## config.mk

```make
export PLATFORM = sky130hd
export DESIGN_NAME = fpsu_exception_unit
export DESIGN_NICKNAME = d
export VERILOG_FILES = /design/src/fpsu_pkg.sv /design/src/fpsu_exception_unit.sv
export SDC_FILE = /design/constraint.sdc
export NUM_CORES = 1
export LEC_CHECK = 0
export BUFFER_PORTS_ARGS = -buffer_cell sky130_fd_sc_hd__clkbuf_2
export CORE_MARGIN = 4
export CORE_UTILIZATION = 43
export DETAILED_ROUTE_END_ITERATION = 10
export GPL_ROUTABILITY_DRIVEN = 0
export PLACE_DENSITY = 0.78
export SETUP_SLACK_MARGIN = 0.3
export SYNTH_ARGS = -nofsm -noshare
export SYNTH_HDL_FRONTEND = slang
export SYNTH_SLANG_ARGS = --single-unit
```

## constraint.sdc

```tcl
create_clock -name clk -period 1.85 [get_ports clk]
set_input_delay 0.2775 -clock clk [delete_from_list [all_inputs] [get_ports clk]]
set_output_delay 0.2775 -clock clk [all_outputs]
set_load 0.01 [all_outputs]
```

## src/fpsu_pkg.sv

```systemverilog
// constants, field positions and enumerations of the fpu status and exception unit
package fpsu_pkg;
   // status word field positions
   localparam int SW_FLAG_LSB = 0;
   localparam int SW_FLAG_MSB = 5;
   localparam int SW_STACK_FAULT = 6;
   localparam int SW_ERROR_SUMMARY = 7;
   localparam int SW_COND_A = 8;
   localparam int SW_COND_B = 9;
   localparam int SW_COND_C = 10;
   localparam int SW_TOP_LSB = 11;
   localparam int SW_TOP_MSB = 13;
   localparam int SW_COND_D = 14;
   localparam int SW_BUSY = 15;
   // control word field positions
   localparam int CW_MASK_LSB = 0;
   localparam int CW_MASK_MSB = 5;
   localparam int CW_PREC_LSB = 8;
   localparam int CW_PREC_MSB = 9;
   localparam int CW_ROUND_LSB = 10;
   localparam int CW_ROUND_MSB = 11;
   // exception flag indices, listed in order of precedence
   localparam int EXC_INVALID = 0;
   localparam int EXC_DENORMAL = 1;
   localparam int EXC_ZERO_DIV = 2;
   localparam int EXC_OVERFLOW = 3;
   localparam int EXC_UNDERFLOW = 4;
   localparam int EXC_INEXACT = 5;
   localparam int EXC_COUNT = 6;
   // reset values
   localparam logic [15:0] SW_RESET = 16'h0000;
   localparam logic [15:0] CW_RESET = 16'h003f;
   localparam logic [2:0] EXC_NONE = 3'h7;
   // pointer image formats: {protected, 32-bit operand size}
   localparam logic [1:0] FMT_REAL16 = 2'h0;
   localparam logic [1:0] FMT_REAL32 = 2'h1;
   localparam logic [1:0] FMT_PROT16 = 2'h2;
   localparam logic [1:0] FMT_PROT32 = 2'h3;
   // rounding field encodings
   typedef enum logic [1:0] {
      RND_NEAREST_EVEN = 2'h0,
      RND_DOWN = 2'h1,
      RND_UP = 2'h2,
      RND_TRUNCATE = 2'h3
   } fpsu_round_t;
   // compare outcome as {cond_bit_d, cond_bit_c, cond_bit_a}
   localparam logic [2:0] CMP_GREATER = 3'h0;
   localparam logic [2:0] CMP_LESS = 3'h1;
   localparam logic [2:0] CMP_EQUAL = 3'h4;
   localparam logic [2:0] CMP_UNORDERED = 3'h7;
   // operand class as {cond_bit_d, cond_bit_c, cond_bit_a}
   localparam logic [2:0] CLS_UNSUPPORTED = 3'h0;
   localparam logic [2:0] CLS_NAN = 3'h1;
   localparam logic [2:0] CLS_NORMAL = 3'h2;
   localparam logic [2:0] CLS_INFINITY = 3'h3;
   localparam logic [2:0] CLS_ZERO = 3'h4;
   localparam logic [2:0] CLS_EMPTY = 3'h5;
   localparam logic [2:0] CLS_DENORMAL = 3'h6;
   // instruction kinds seen by this unit
   typedef enum logic [2:0] {
      OPK_OTHER,
      OPK_REMAINDER,
      OPK_COMPARE,
      OPK_EXAMINE,
      OPK_ARITH,
      OPK_ROUNDING,
      OPK_NO_ROUND
   } fpsu_op_t;
endpackage

```

## src/fpsu_exception_unit.sv

```systemverilog
// status word, control word, exception reporting and pointer capture of the fpu
`timescale 1ns/1ns
module fpsu_exception_unit
(
   input wire logic clk,
   input wire logic reset_n,
   // completion of a numeric operation with its outcome
   input wire logic op_done,
   input wire fpsu_pkg::fpsu_op_t op_kind,
   input wire logic [5:0] exc_detect,
   input wire logic snan_operand,
   input wire logic unsupported_operand,
   input wire logic indeterminate_form,
   input wire logic stack_error,
   input wire logic stack_overflow,
   input wire logic reduction_done,
   input wire logic [2:0] quotient_low,
   input wire logic [2:0] compare_code,
   input wire logic [2:0] class_code,
   input wire logic class_sign,
   // decode of a new numeric instruction, or a wait instruction
   input wire logic instr_decode,
   input wire fpsu_pkg::fpsu_op_t decode_kind,
   input wire logic [31:0] instr_addr,
   input wire logic [10:0] instr_opcode,
   input wire logic mem_operand,
   input wire logic [31:0] operand_addr,
   input wire logic protected_mode,
   input wire logic v86_mode,
   input wire logic operand_32,
   input wire logic wait_instr,
   input wire logic native_error_select,
   // control word load and environment restore
   input wire logic cw_load,
   input wire logic [15:0] cw_wdata,
   input wire logic env_load,
   input wire logic [15:0] env_sw_data,
   input wire logic [15:0] env_cw_data,
   // register and mode outputs
   output logic [15:0] fpu_status_word,
   output logic [15:0] fpu_control_word,
   output logic fp_error_out_n,
   output logic exc16_pulse,
   output logic ext_irq_pulse,
   output logic default_valid,
   output logic [2:0] default_code,
   output logic [31:0] instr_ptr,
   output logic [31:0] operand_ptr,
   output logic [10:0] opcode_ptr,
   output logic [1:0] ptr_format,
   output logic round_apply,
   output fpsu_pkg::fpsu_round_t rounding_field,
   output logic precision_apply,
   output logic [1:0] precision_field
);
   import fpsu_pkg::*;

   logic [15:0] sw_reg, sw_next;
   logic [15:0] cw_reg, cw_next;
   logic fp_error_out_n_reg;
   logic exc16_reg, ext_irq_reg;
   logic default_valid_reg;
   logic [2:0] default_code_reg;
   logic [31:0] instr_ptr_reg, operand_ptr_reg;
   logic [10:0] opcode_ptr_reg;
   logic [1:0] ptr_format_reg;
   logic round_apply_reg, precision_apply_reg;
   logic [1:0] round_reg, prec_reg;

   // index of the highest-precedence set bit, EXC_NONE when none
   function automatic logic [2:0] first_exc(input logic [5:0] v);
      logic [2:0] idx;
      idx = EXC_NONE;
      for (int i = EXC_COUNT - 1; i >= 0; i--)
      begin
         if (v[i])
         begin
            idx = 3'(i);
         end
      end
      return idx;
   endfunction

   // summary of unmasked flags against a mask set
   function automatic logic summary(input logic [5:0] flags, input logic [5:0] masks);
      return |(flags & ~masks);
   endfunction

   // invalid operation gathered from its causes
   wire invalid_cause = exc_detect[EXC_INVALID] | snan_operand | unsupported_operand
                        | indeterminate_form | stack_error;
   wire [5:0] raw_exc = {exc_detect[5:1], invalid_cause};
   wire [2:0] top_exc = first_exc(raw_exc);
   wire [5:0] new_flags = (op_done && top_exc != EXC_NONE) ? 6'(6'h01 << top_exc) : 6'h00;

   // control word: environment restore overrides a plain control load
   wire [15:0] cw_src = env_load ? env_cw_data : cw_wdata;
   wire [5:0] masks_next = cw_next[CW_MASK_MSB:CW_MASK_LSB];
   wire top_masked = |(new_flags & masks_next); // top exception and its mask, no out-of-range index

   // flags and stack fault: a new event wins over the restored value
   wire [5:0] flags_base = env_load ? env_sw_data[SW_FLAG_MSB:SW_FLAG_LSB]
                                    : sw_reg[SW_FLAG_MSB:SW_FLAG_LSB];
   wire [5:0] flags_next = flags_base | new_flags;
   wire sf_base = env_load ? env_sw_data[SW_STACK_FAULT] : sw_reg[SW_STACK_FAULT];
   wire sf_set = op_done & stack_error & (top_exc == 3'(EXC_INVALID));
   wire es_next = summary(flags_next, masks_next);

   // pending error blocks the next numeric or wait instruction
   wire fault_now = sw_reg[SW_ERROR_SUMMARY] & (instr_decode | wait_instr);
   wire capture = instr_decode & ~fault_now;

   // pointer format: virtual-8086 falls back to the real formats
   wire prot_fmt = protected_mode & ~v86_mode;
   wire [1:0] fmt_next = prot_fmt ? (operand_32 ? FMT_PROT32 : FMT_PROT16)
                                  : (operand_32 ? FMT_REAL32 : FMT_REAL16);

   // operations that round, and those that use the precision field
   wire kind_rounds = (decode_kind == OPK_ARITH) || (decode_kind == OPK_ROUNDING);
   wire kind_prec = (decode_kind == OPK_ARITH);

   // control word next value
   always_comb
   begin
      cw_next = cw_reg;
      if (env_load || cw_load)
      begin
         cw_next = cw_src;
      end
   end

   // status word next value: condition codes, flags, summary and busy mirror
   always_comb
   begin
      sw_next = sw_reg;
      if (env_load)
      begin
         sw_next = env_sw_data;
      end
      if (op_done)
      begin
         case (op_kind)
            OPK_REMAINDER:
            begin
               if (!reduction_done)
               begin
                  sw_next[SW_COND_C] = 1'b1;
               end
               else
               begin
                  sw_next[SW_COND_C] = 1'b0;
                  sw_next[SW_COND_A] = quotient_low[2];
                  sw_next[SW_COND_D] = quotient_low[1];
                  sw_next[SW_COND_B] = quotient_low[0];
               end
            end
            OPK_COMPARE:
            begin
               sw_next[SW_COND_D] = compare_code[2];
               sw_next[SW_COND_C] = compare_code[1];
               sw_next[SW_COND_A] = compare_code[0];
            end
            OPK_EXAMINE:
            begin
               sw_next[SW_COND_D] = class_code[2];
               sw_next[SW_COND_C] = class_code[1];
               sw_next[SW_COND_A] = class_code[0];
               sw_next[SW_COND_B] = class_sign;
            end
            default:
            begin
               sw_next[SW_COND_A] = sw_next[SW_COND_A];
            end
         endcase
         if (sf_set)
         begin
            sw_next[SW_COND_B] = stack_overflow;
         end
      end
      sw_next[SW_FLAG_MSB:SW_FLAG_LSB] = flags_next;
      sw_next[SW_STACK_FAULT] = sf_base | sf_set;
      sw_next[SW_ERROR_SUMMARY] = es_next;
      sw_next[SW_BUSY] = es_next;
   end

   // status and control registers with the error pin
   always_ff @(posedge clk)
   begin
      if (!reset_n)
      begin
         sw_reg <= SW_RESET;
         cw_reg <= CW_RESET;
         fp_error_out_n_reg <= 1'b1;
      end
      else
      begin
         sw_reg <= sw_next;
         cw_reg <= cw_next;
         fp_error_out_n_reg <= ~es_next;
      end
   end

   // fault report at the next numeric or wait instruction
   always_ff @(posedge clk)
   begin
      if (!reset_n)
      begin
         exc16_reg <= 1'b0;
         ext_irq_reg <= 1'b0;
      end
      else
      begin
         exc16_reg <= fault_now & ~native_error_select;
         ext_irq_reg <= fault_now & native_error_select;
      end
   end

   // default action code for a masked exception
   always_ff @(posedge clk)
   begin
      if (!reset_n)
      begin
         default_valid_reg <= 1'b0;
         default_code_reg <= EXC_NONE;
      end
      else
      begin
         default_valid_reg <= op_done & (top_exc != EXC_NONE) & top_masked;
         default_code_reg <= op_done ? top_exc : EXC_NONE;
      end
   end

   // instruction and operand pointers taken at decode
   always_ff @(posedge clk)
   begin
      if (!reset_n)
      begin
         instr_ptr_reg <= 32'h0000_0000;
         operand_ptr_reg <= 32'h0000_0000;
         opcode_ptr_reg <= 11'h000;
         ptr_format_reg <= FMT_REAL16;
      end
      else if (capture)
      begin
         instr_ptr_reg <= instr_addr;
         opcode_ptr_reg <= instr_opcode;
         ptr_format_reg <= fmt_next;
         if (mem_operand)
         begin
            operand_ptr_reg <= operand_addr;
         end
      end
   end

   // operating mode for the decoded instruction from the control high byte
   always_ff @(posedge clk)
   begin
      if (!reset_n)
      begin
         round_apply_reg <= 1'b0;
         precision_apply_reg <= 1'b0;
         round_reg <= RND_NEAREST_EVEN;
         prec_reg <= 2'h0;
      end
      else if (capture)
      begin
         round_apply_reg <= kind_rounds;
         precision_apply_reg <= kind_prec;
         round_reg <= cw_next[CW_ROUND_MSB:CW_ROUND_LSB];
         prec_reg <= cw_next[CW_PREC_MSB:CW_PREC_LSB];
      end
   end

   // outputs straight from the registers
   assign fpu_status_word = sw_reg;
   assign fpu_control_word = cw_reg;
   assign fp_error_out_n = fp_error_out_n_reg;
   assign exc16_pulse = exc16_reg;
   assign ext_irq_pulse = ext_irq_reg;
   assign default_valid = default_valid_reg;
   assign default_code = default_code_reg;
   assign instr_ptr = instr_ptr_reg;
   assign operand_ptr = operand_ptr_reg;
   assign opcode_ptr = opcode_ptr_reg;
   assign ptr_format = ptr_format_reg;
   assign round_apply = round_apply_reg;
   assign rounding_field = fpsu_round_t'(round_reg);
   assign precision_apply = precision_apply_reg;
   assign precision_field = prec_reg;
endmodule // fpsu_exception_unit

```

== Word-level counts from Yosys, hierarchy flattened ==
Cells that the tools add are included.
W data, S select, Z words.

* Equality and inequality tests: 6
* Shift operators: 1
* Multiplexer cells: 25
* Bitwise logic cells: 23
* Reduce and logical (&&, ||, !) cells: 8

{| class="wikitable"
|+ Operators with widths
! cell !! count
|-
| $mux W3 || 6
|-
| $mux W16 || 1
|-
| $mux W15 || 1
|-
| $and A6 B6 Y6 || 2
|-
| $mux W12 || 1
|-
| $mux W6 || 2
|-
| $reduce_or A6 Y1 || 2
|-
| $and A1 B1 Y1 || 9
|-
| $pmux W1 S3 || 3
|-
| $mux W1 || 7
|-
| $eq A3 B2 Y1 const B || 2
|-
| $eq A3 B3 Y1 const B || 2
|-
| $mux W2 || 3
|-
| $not A6 Y6 || 1
|-
| $or A1 B1 Y1 || 6
|-
| $or A6 B6 Y6 || 1
|-
| $shl A1 B3 Y6 const A || 1
|-
| $not A1 Y1 || 4
|-
| $reduce_and A2 Y1 || 2
|-
| $eq A3 B1 Y1 const B || 1
|-
| $logic_not A3 Y1 || 1
|-
| $ne A3 B3 Y1 const B || 1
|-
| $logic_or A1 B1 Y1 || 2
|-
| $pmux W1 S2 || 1
|-
| $logic_and A1 B1 Y1 || 1
|}

* Register bits after elaboration: 122
* Input port bits: 163
* Output and inout bits: 122

== Longest topological paths before layout ==
* Depth after elaboration: 13
* Depth in mapped cells: 8

== Worst setup path after synthesis ==
OpenSTA, ideal clock, no wires.

* Path type: input -> register
* Start point: in env_load
* End point: reg sw_reg[7] (netlist: fpu_status_word[7])
* Library setup time: 120 ps
* Data arrival time: 1,411 ps
* Path slack: 319 ps
* Stages on the path: 6
* Path buffers: 1
* Cell sequence: buf_6 -> mux2_4 -> a31oi_4 -> nor2_2 -> a211o_1 -> o31a_1

* Word-level cells in the longest chain between the ends: 5
* Elaborated cells between the ends (all ways): 8
* Classes of those cells: 3 x mux; 3 x bitwise; 2 x reduce/logical

{| class="wikitable"
|+ RTL lines
! element !! RTL line !! source
|-
| start, declared || fpsu_exception_unit.sv:36 || <nowiki>input wire logic env_load,</nowiki>
|-
| $mux W16 or $logic_or A1 B1 Y1 (tied branches) || fpsu_exception_unit.sv:97, fpsu_exception_unit.sv:126 ||
|-
| $mux W12 || fpsu_exception_unit.sv:126 || <nowiki>if (env_load || cw_load)</nowiki>
|-
| $not A6 Y6 || fpsu_exception_unit.sv:86 || <nowiki>return |(flags & ~masks);</nowiki>
|-
| $and A6 B6 Y6 * || fpsu_exception_unit.sv:86 ||
|-
| $reduce_or A6 Y1 * || fpsu_exception_unit.sv:86 ||
|-
| end signal, assigned || fpsu_exception_unit.sv:197 || <nowiki>sw_reg <= sw_next;</nowiki>
|-
| end, declared || fpsu_exception_unit.sv:58 || <nowiki>logic [15:0] sw_reg, sw_next;</nowiki>
|}

Mark *: on every way between the ends. The rest lies on a longest branch, timed or not.
A chain may end at the register's enable or synchronous reset.

== Worst setup path in the final report ==
* Start point: reg sw_reg[1] (netlist: fpu_status_word[1])
* End point: reg sw_reg[7] (netlist: fpu_status_word[7])

* Word-level cells in the longest chain between the ends: 4

{| class="wikitable"
|+ RTL lines
! element !! RTL line !! source
|-
| $mux W6 || fpsu_exception_unit.sv:102 || <nowiki>wire [5:0] flags_base = env_load ? env_sw_data[SW_FLAG_MSB:SW_FLAG_LSB]</nowiki>
|-
| $or A6 B6 Y6 || fpsu_exception_unit.sv:104 || <nowiki>wire [5:0] flags_next = flags_base | new_flags;</nowiki>
|-
| $and A6 B6 Y6 || fpsu_exception_unit.sv:86 ||
|-
| $reduce_or A6 Y1 || fpsu_exception_unit.sv:86 ||
|}

No other way between the ends.

==> results.py <==
metrics = {
    "grt": {
        "antenna_found_initial": 0,
        "grt_pass1_wl_um": 27390,
        "grt_max_degree": 51,
        "grt_pass1_vias": 5589,
        "gr-total-overflow": 0,
        "grtUsageTotal": 0.2668,
    },
    "synthesis": {
        "syn_inst": 579,
        "synth_area_leaders": "dfxtp_1 (51%), nand2_1 (14%), a21oi_1 (10%), mux2i_1 (6.8%), nor2_1 (3.6%)",
        "syn_nets": 742,
        "synth-seq-area-share": 0.5105,
        "ys_ff_latch": 121,
        "yosys_warnings": 0,
        "synth_area_um2": 4745,
        "avgSynthCellArea_um2": 8.194,
        "yosysTopAreaCellShare": 0.5105,
        "ys_types": 51,
        "yosys.area.top_type": "dfxtp_1",
    },
    "clock_tree": {
        "htree_levels": 4,
        "cts_num_sinks": 121,
        "cts_buffers": 17,
        "cts_root_buf": "clkbuf_8",
        "cts.clk_slew.worst_paths_ns": 0.05,
        "clk_path_buf_depth": 2,
        "cts_tree": "built",
        "clk_latency_ns": 0.51,
    },
    "floorplanning": {
        "io_pins": 285,
        "core_area_um2": 10840,
        "start_util": 0.4377,
        "die-area_um2": 12780,
        "die_w_um": 113.0,
        "die_h_um": 113.0,
        "fp-row-count": 38,
    },
    "layout": {
        "final_cell_mix": "clkbuf_2 (282), nand2_1 (171), dfxtp_1 (121)",
        "final_nets": 1104,
        "layout_commonest_cell": "clkbuf_2",
        "final_layout_size_suffix_gt1_frac": 0.3574,
        "diodes": 0,
        "utilization": 0.7201,
        "area_growth_syn_to_layout_pct": 64.53,
    },
    "drt": {
        "routed_wl_um": 17230,
        "viasPerCell": 5.016,
        "wl_per_cell_um": 15.74,
        "drc": 0,
        "via_count": 5487,
        "first_pass_iters": 6,
        "drt_iter0_drc": 334,
        "drt.antenna.violating_nets": 0,
    },
    "timing": {
        "period_share": 0.7977,
        "finalSetupViolations": 0,
        "timing.fmax_mhz": 677.7,
        "final_hold_viol_count": 0,
        "rsz0062_at_grt": "no",
        "maxSlewViolCount": 0,
        "post-route-min-period_ns": 1.476,
        "maxSlewHeadroom": 0.6569,
        "worst_slack_ns": 0.3743,
        "whs_ns": 0.02624,
        "clock-skew-final_ns": 0.009759,
        "max_slew.worst_pin.slew_ns": 0.5093,
        "fin_tns_setup_ns": 0,
    },
    "placement": {
        "io_buffers": 282,
        "pre_cts_slack_ns": 0.1715,
        "place_hpwl_um": 10900,
    },
    "setup_path": {
        "crit_type": "flip-flop to flip-flop",
        "worstPathRequired_ns": 2.24,
        "startpoint_type": "flip-flop",
        "critPathMaxFanout": 2,
        "arrival_ns": 1.87,
        "end_kind": "flip-flop",
    },
    "power_and_ir_drop": {
        "power.density_cell_area_nw_per_um2": 957.6,
        "leakagePower_nw": 3.740,
        "ir_drop_uv": 589.3,
    },
    "worst_hold_path": {
        "min_path_type": "input pin to flip-flop",
    },
    "outcome": {
        "status": "complete, no violations",
    },
    "flow_run": {
        "cap_violations": 0,
    },
}
-- worst paths after layout --
path,start,endpoint,slack [ns],depth (start not counted)
setup / recovery,fpu_status_word[1],fpu_status_word[7],0.37,5
setup reg to reg,fpu_status_word[1],fpu_status_word[7],0.37,5
hold / removal,env_sw_data[11],fpu_status_word[11],0.03,3
hold reg to reg,instr_ptr[8],instr_ptr[8],0.45,2
-- per-stage QoR --
| stage | instances | power (mW) | cell area, um^2 |
|---|---|---|---|
| after floorplan | 579 | 3.393 | 4745 |
| after global placement | 978 | 3.855 | 6342 |
| after detailed placement | 978 | 3.872 | 6342 |
| after CTS | 1094 | 7.504 | 7806 |
| after global routing | 1094 | 7.783 | 7806 |
| final | 1094 | 7.475 | 7806 |
-- timing repair --
action | in CTS | in global routing
endpoints found under the hold margin | 85 | 0
resized for setup | 0 | 0
buffers inserted | 0 | 0
hold buffers | 84 | 0
-- worst max-delay path: stages, from the launching register on --
cell and delay [ns]:
dfxtp_1 0.31, mux2_4 0.28, a31oi_4 0.16, nor2_2 0.05, a211o_1 0.29, o31a_1 0.28
-- cells in the mapped netlist (all sizes together) --
cell / count
o22a: 2
o211ai: 1
o311a: 1
and3: 1
or2: 3
nand3b: 2
dfxtp: 121
o21a: 6
a221oi: 1
mux2i: 32
o21ai: 6
nor2b: 4
nor3b: 3
or3: 1
a22oi: 1
a211o: 1
a31oi: 2
o21bai: 1
a22o: 1
nor3: 4
o311ai: 1
inv: 7
buf: 11
nand2: 172
a211oi: 1
o31a: 1
nand3: 2
nand4: 1
and2: 5
a21oi: 96
mux2: 4
nor2: 46
nand2b: 4
or3b: 1
o31ai: 2
a21o: 2
clkbuf: 28
a2111oi: 1
-- per-layer routing --
| layer | GRT usage | share of wire | up-vias |
|---|---|---|---|
| met4 | 0.1146 | 0.031 | 0 |
| met2 | 0.4696 | 0.51 | 274 |
| met5 | 0 | 0 | - |
| met1 | 0.2956 | 0.38 | 2514 |
| li1 | - | - | 2644 |
| met3 | 0.08396 | 0.086 | 55 |
-- final cells by class --
cell class / count / area, um^2
flip-flops and latches: 121 / 2422
fillers: 783 / 3034
clock inverters: 13 / 201.4
inverters: 7 / 26.28
clock buffers: 19 / 421.7
multi-input cells: 412 / 2137
repair buffers: 382 / 2422
well taps: 140 / 175.2
-- cell families after synthesis --
group                  count (synthesis)  share of synthesized area
DFF                                  121                     0.5105
buffers and inverters                 46                    0.04114
and+or+nand+nor                      249                     0.2181
muxes                                 36                    0.07779
AOI/OAI and AO/OA                    127                     0.1524
-- report_power, final --
group	internal, mW	total (mW)	switching, mW
clock	2.31	3.48	1.17
sequential	2.77	2.85	0.0867
combinational	0.553	1.14	0.590
total	5.63	7.48	1.84
No activity file was read; power rests on OpenSTA's default activity.
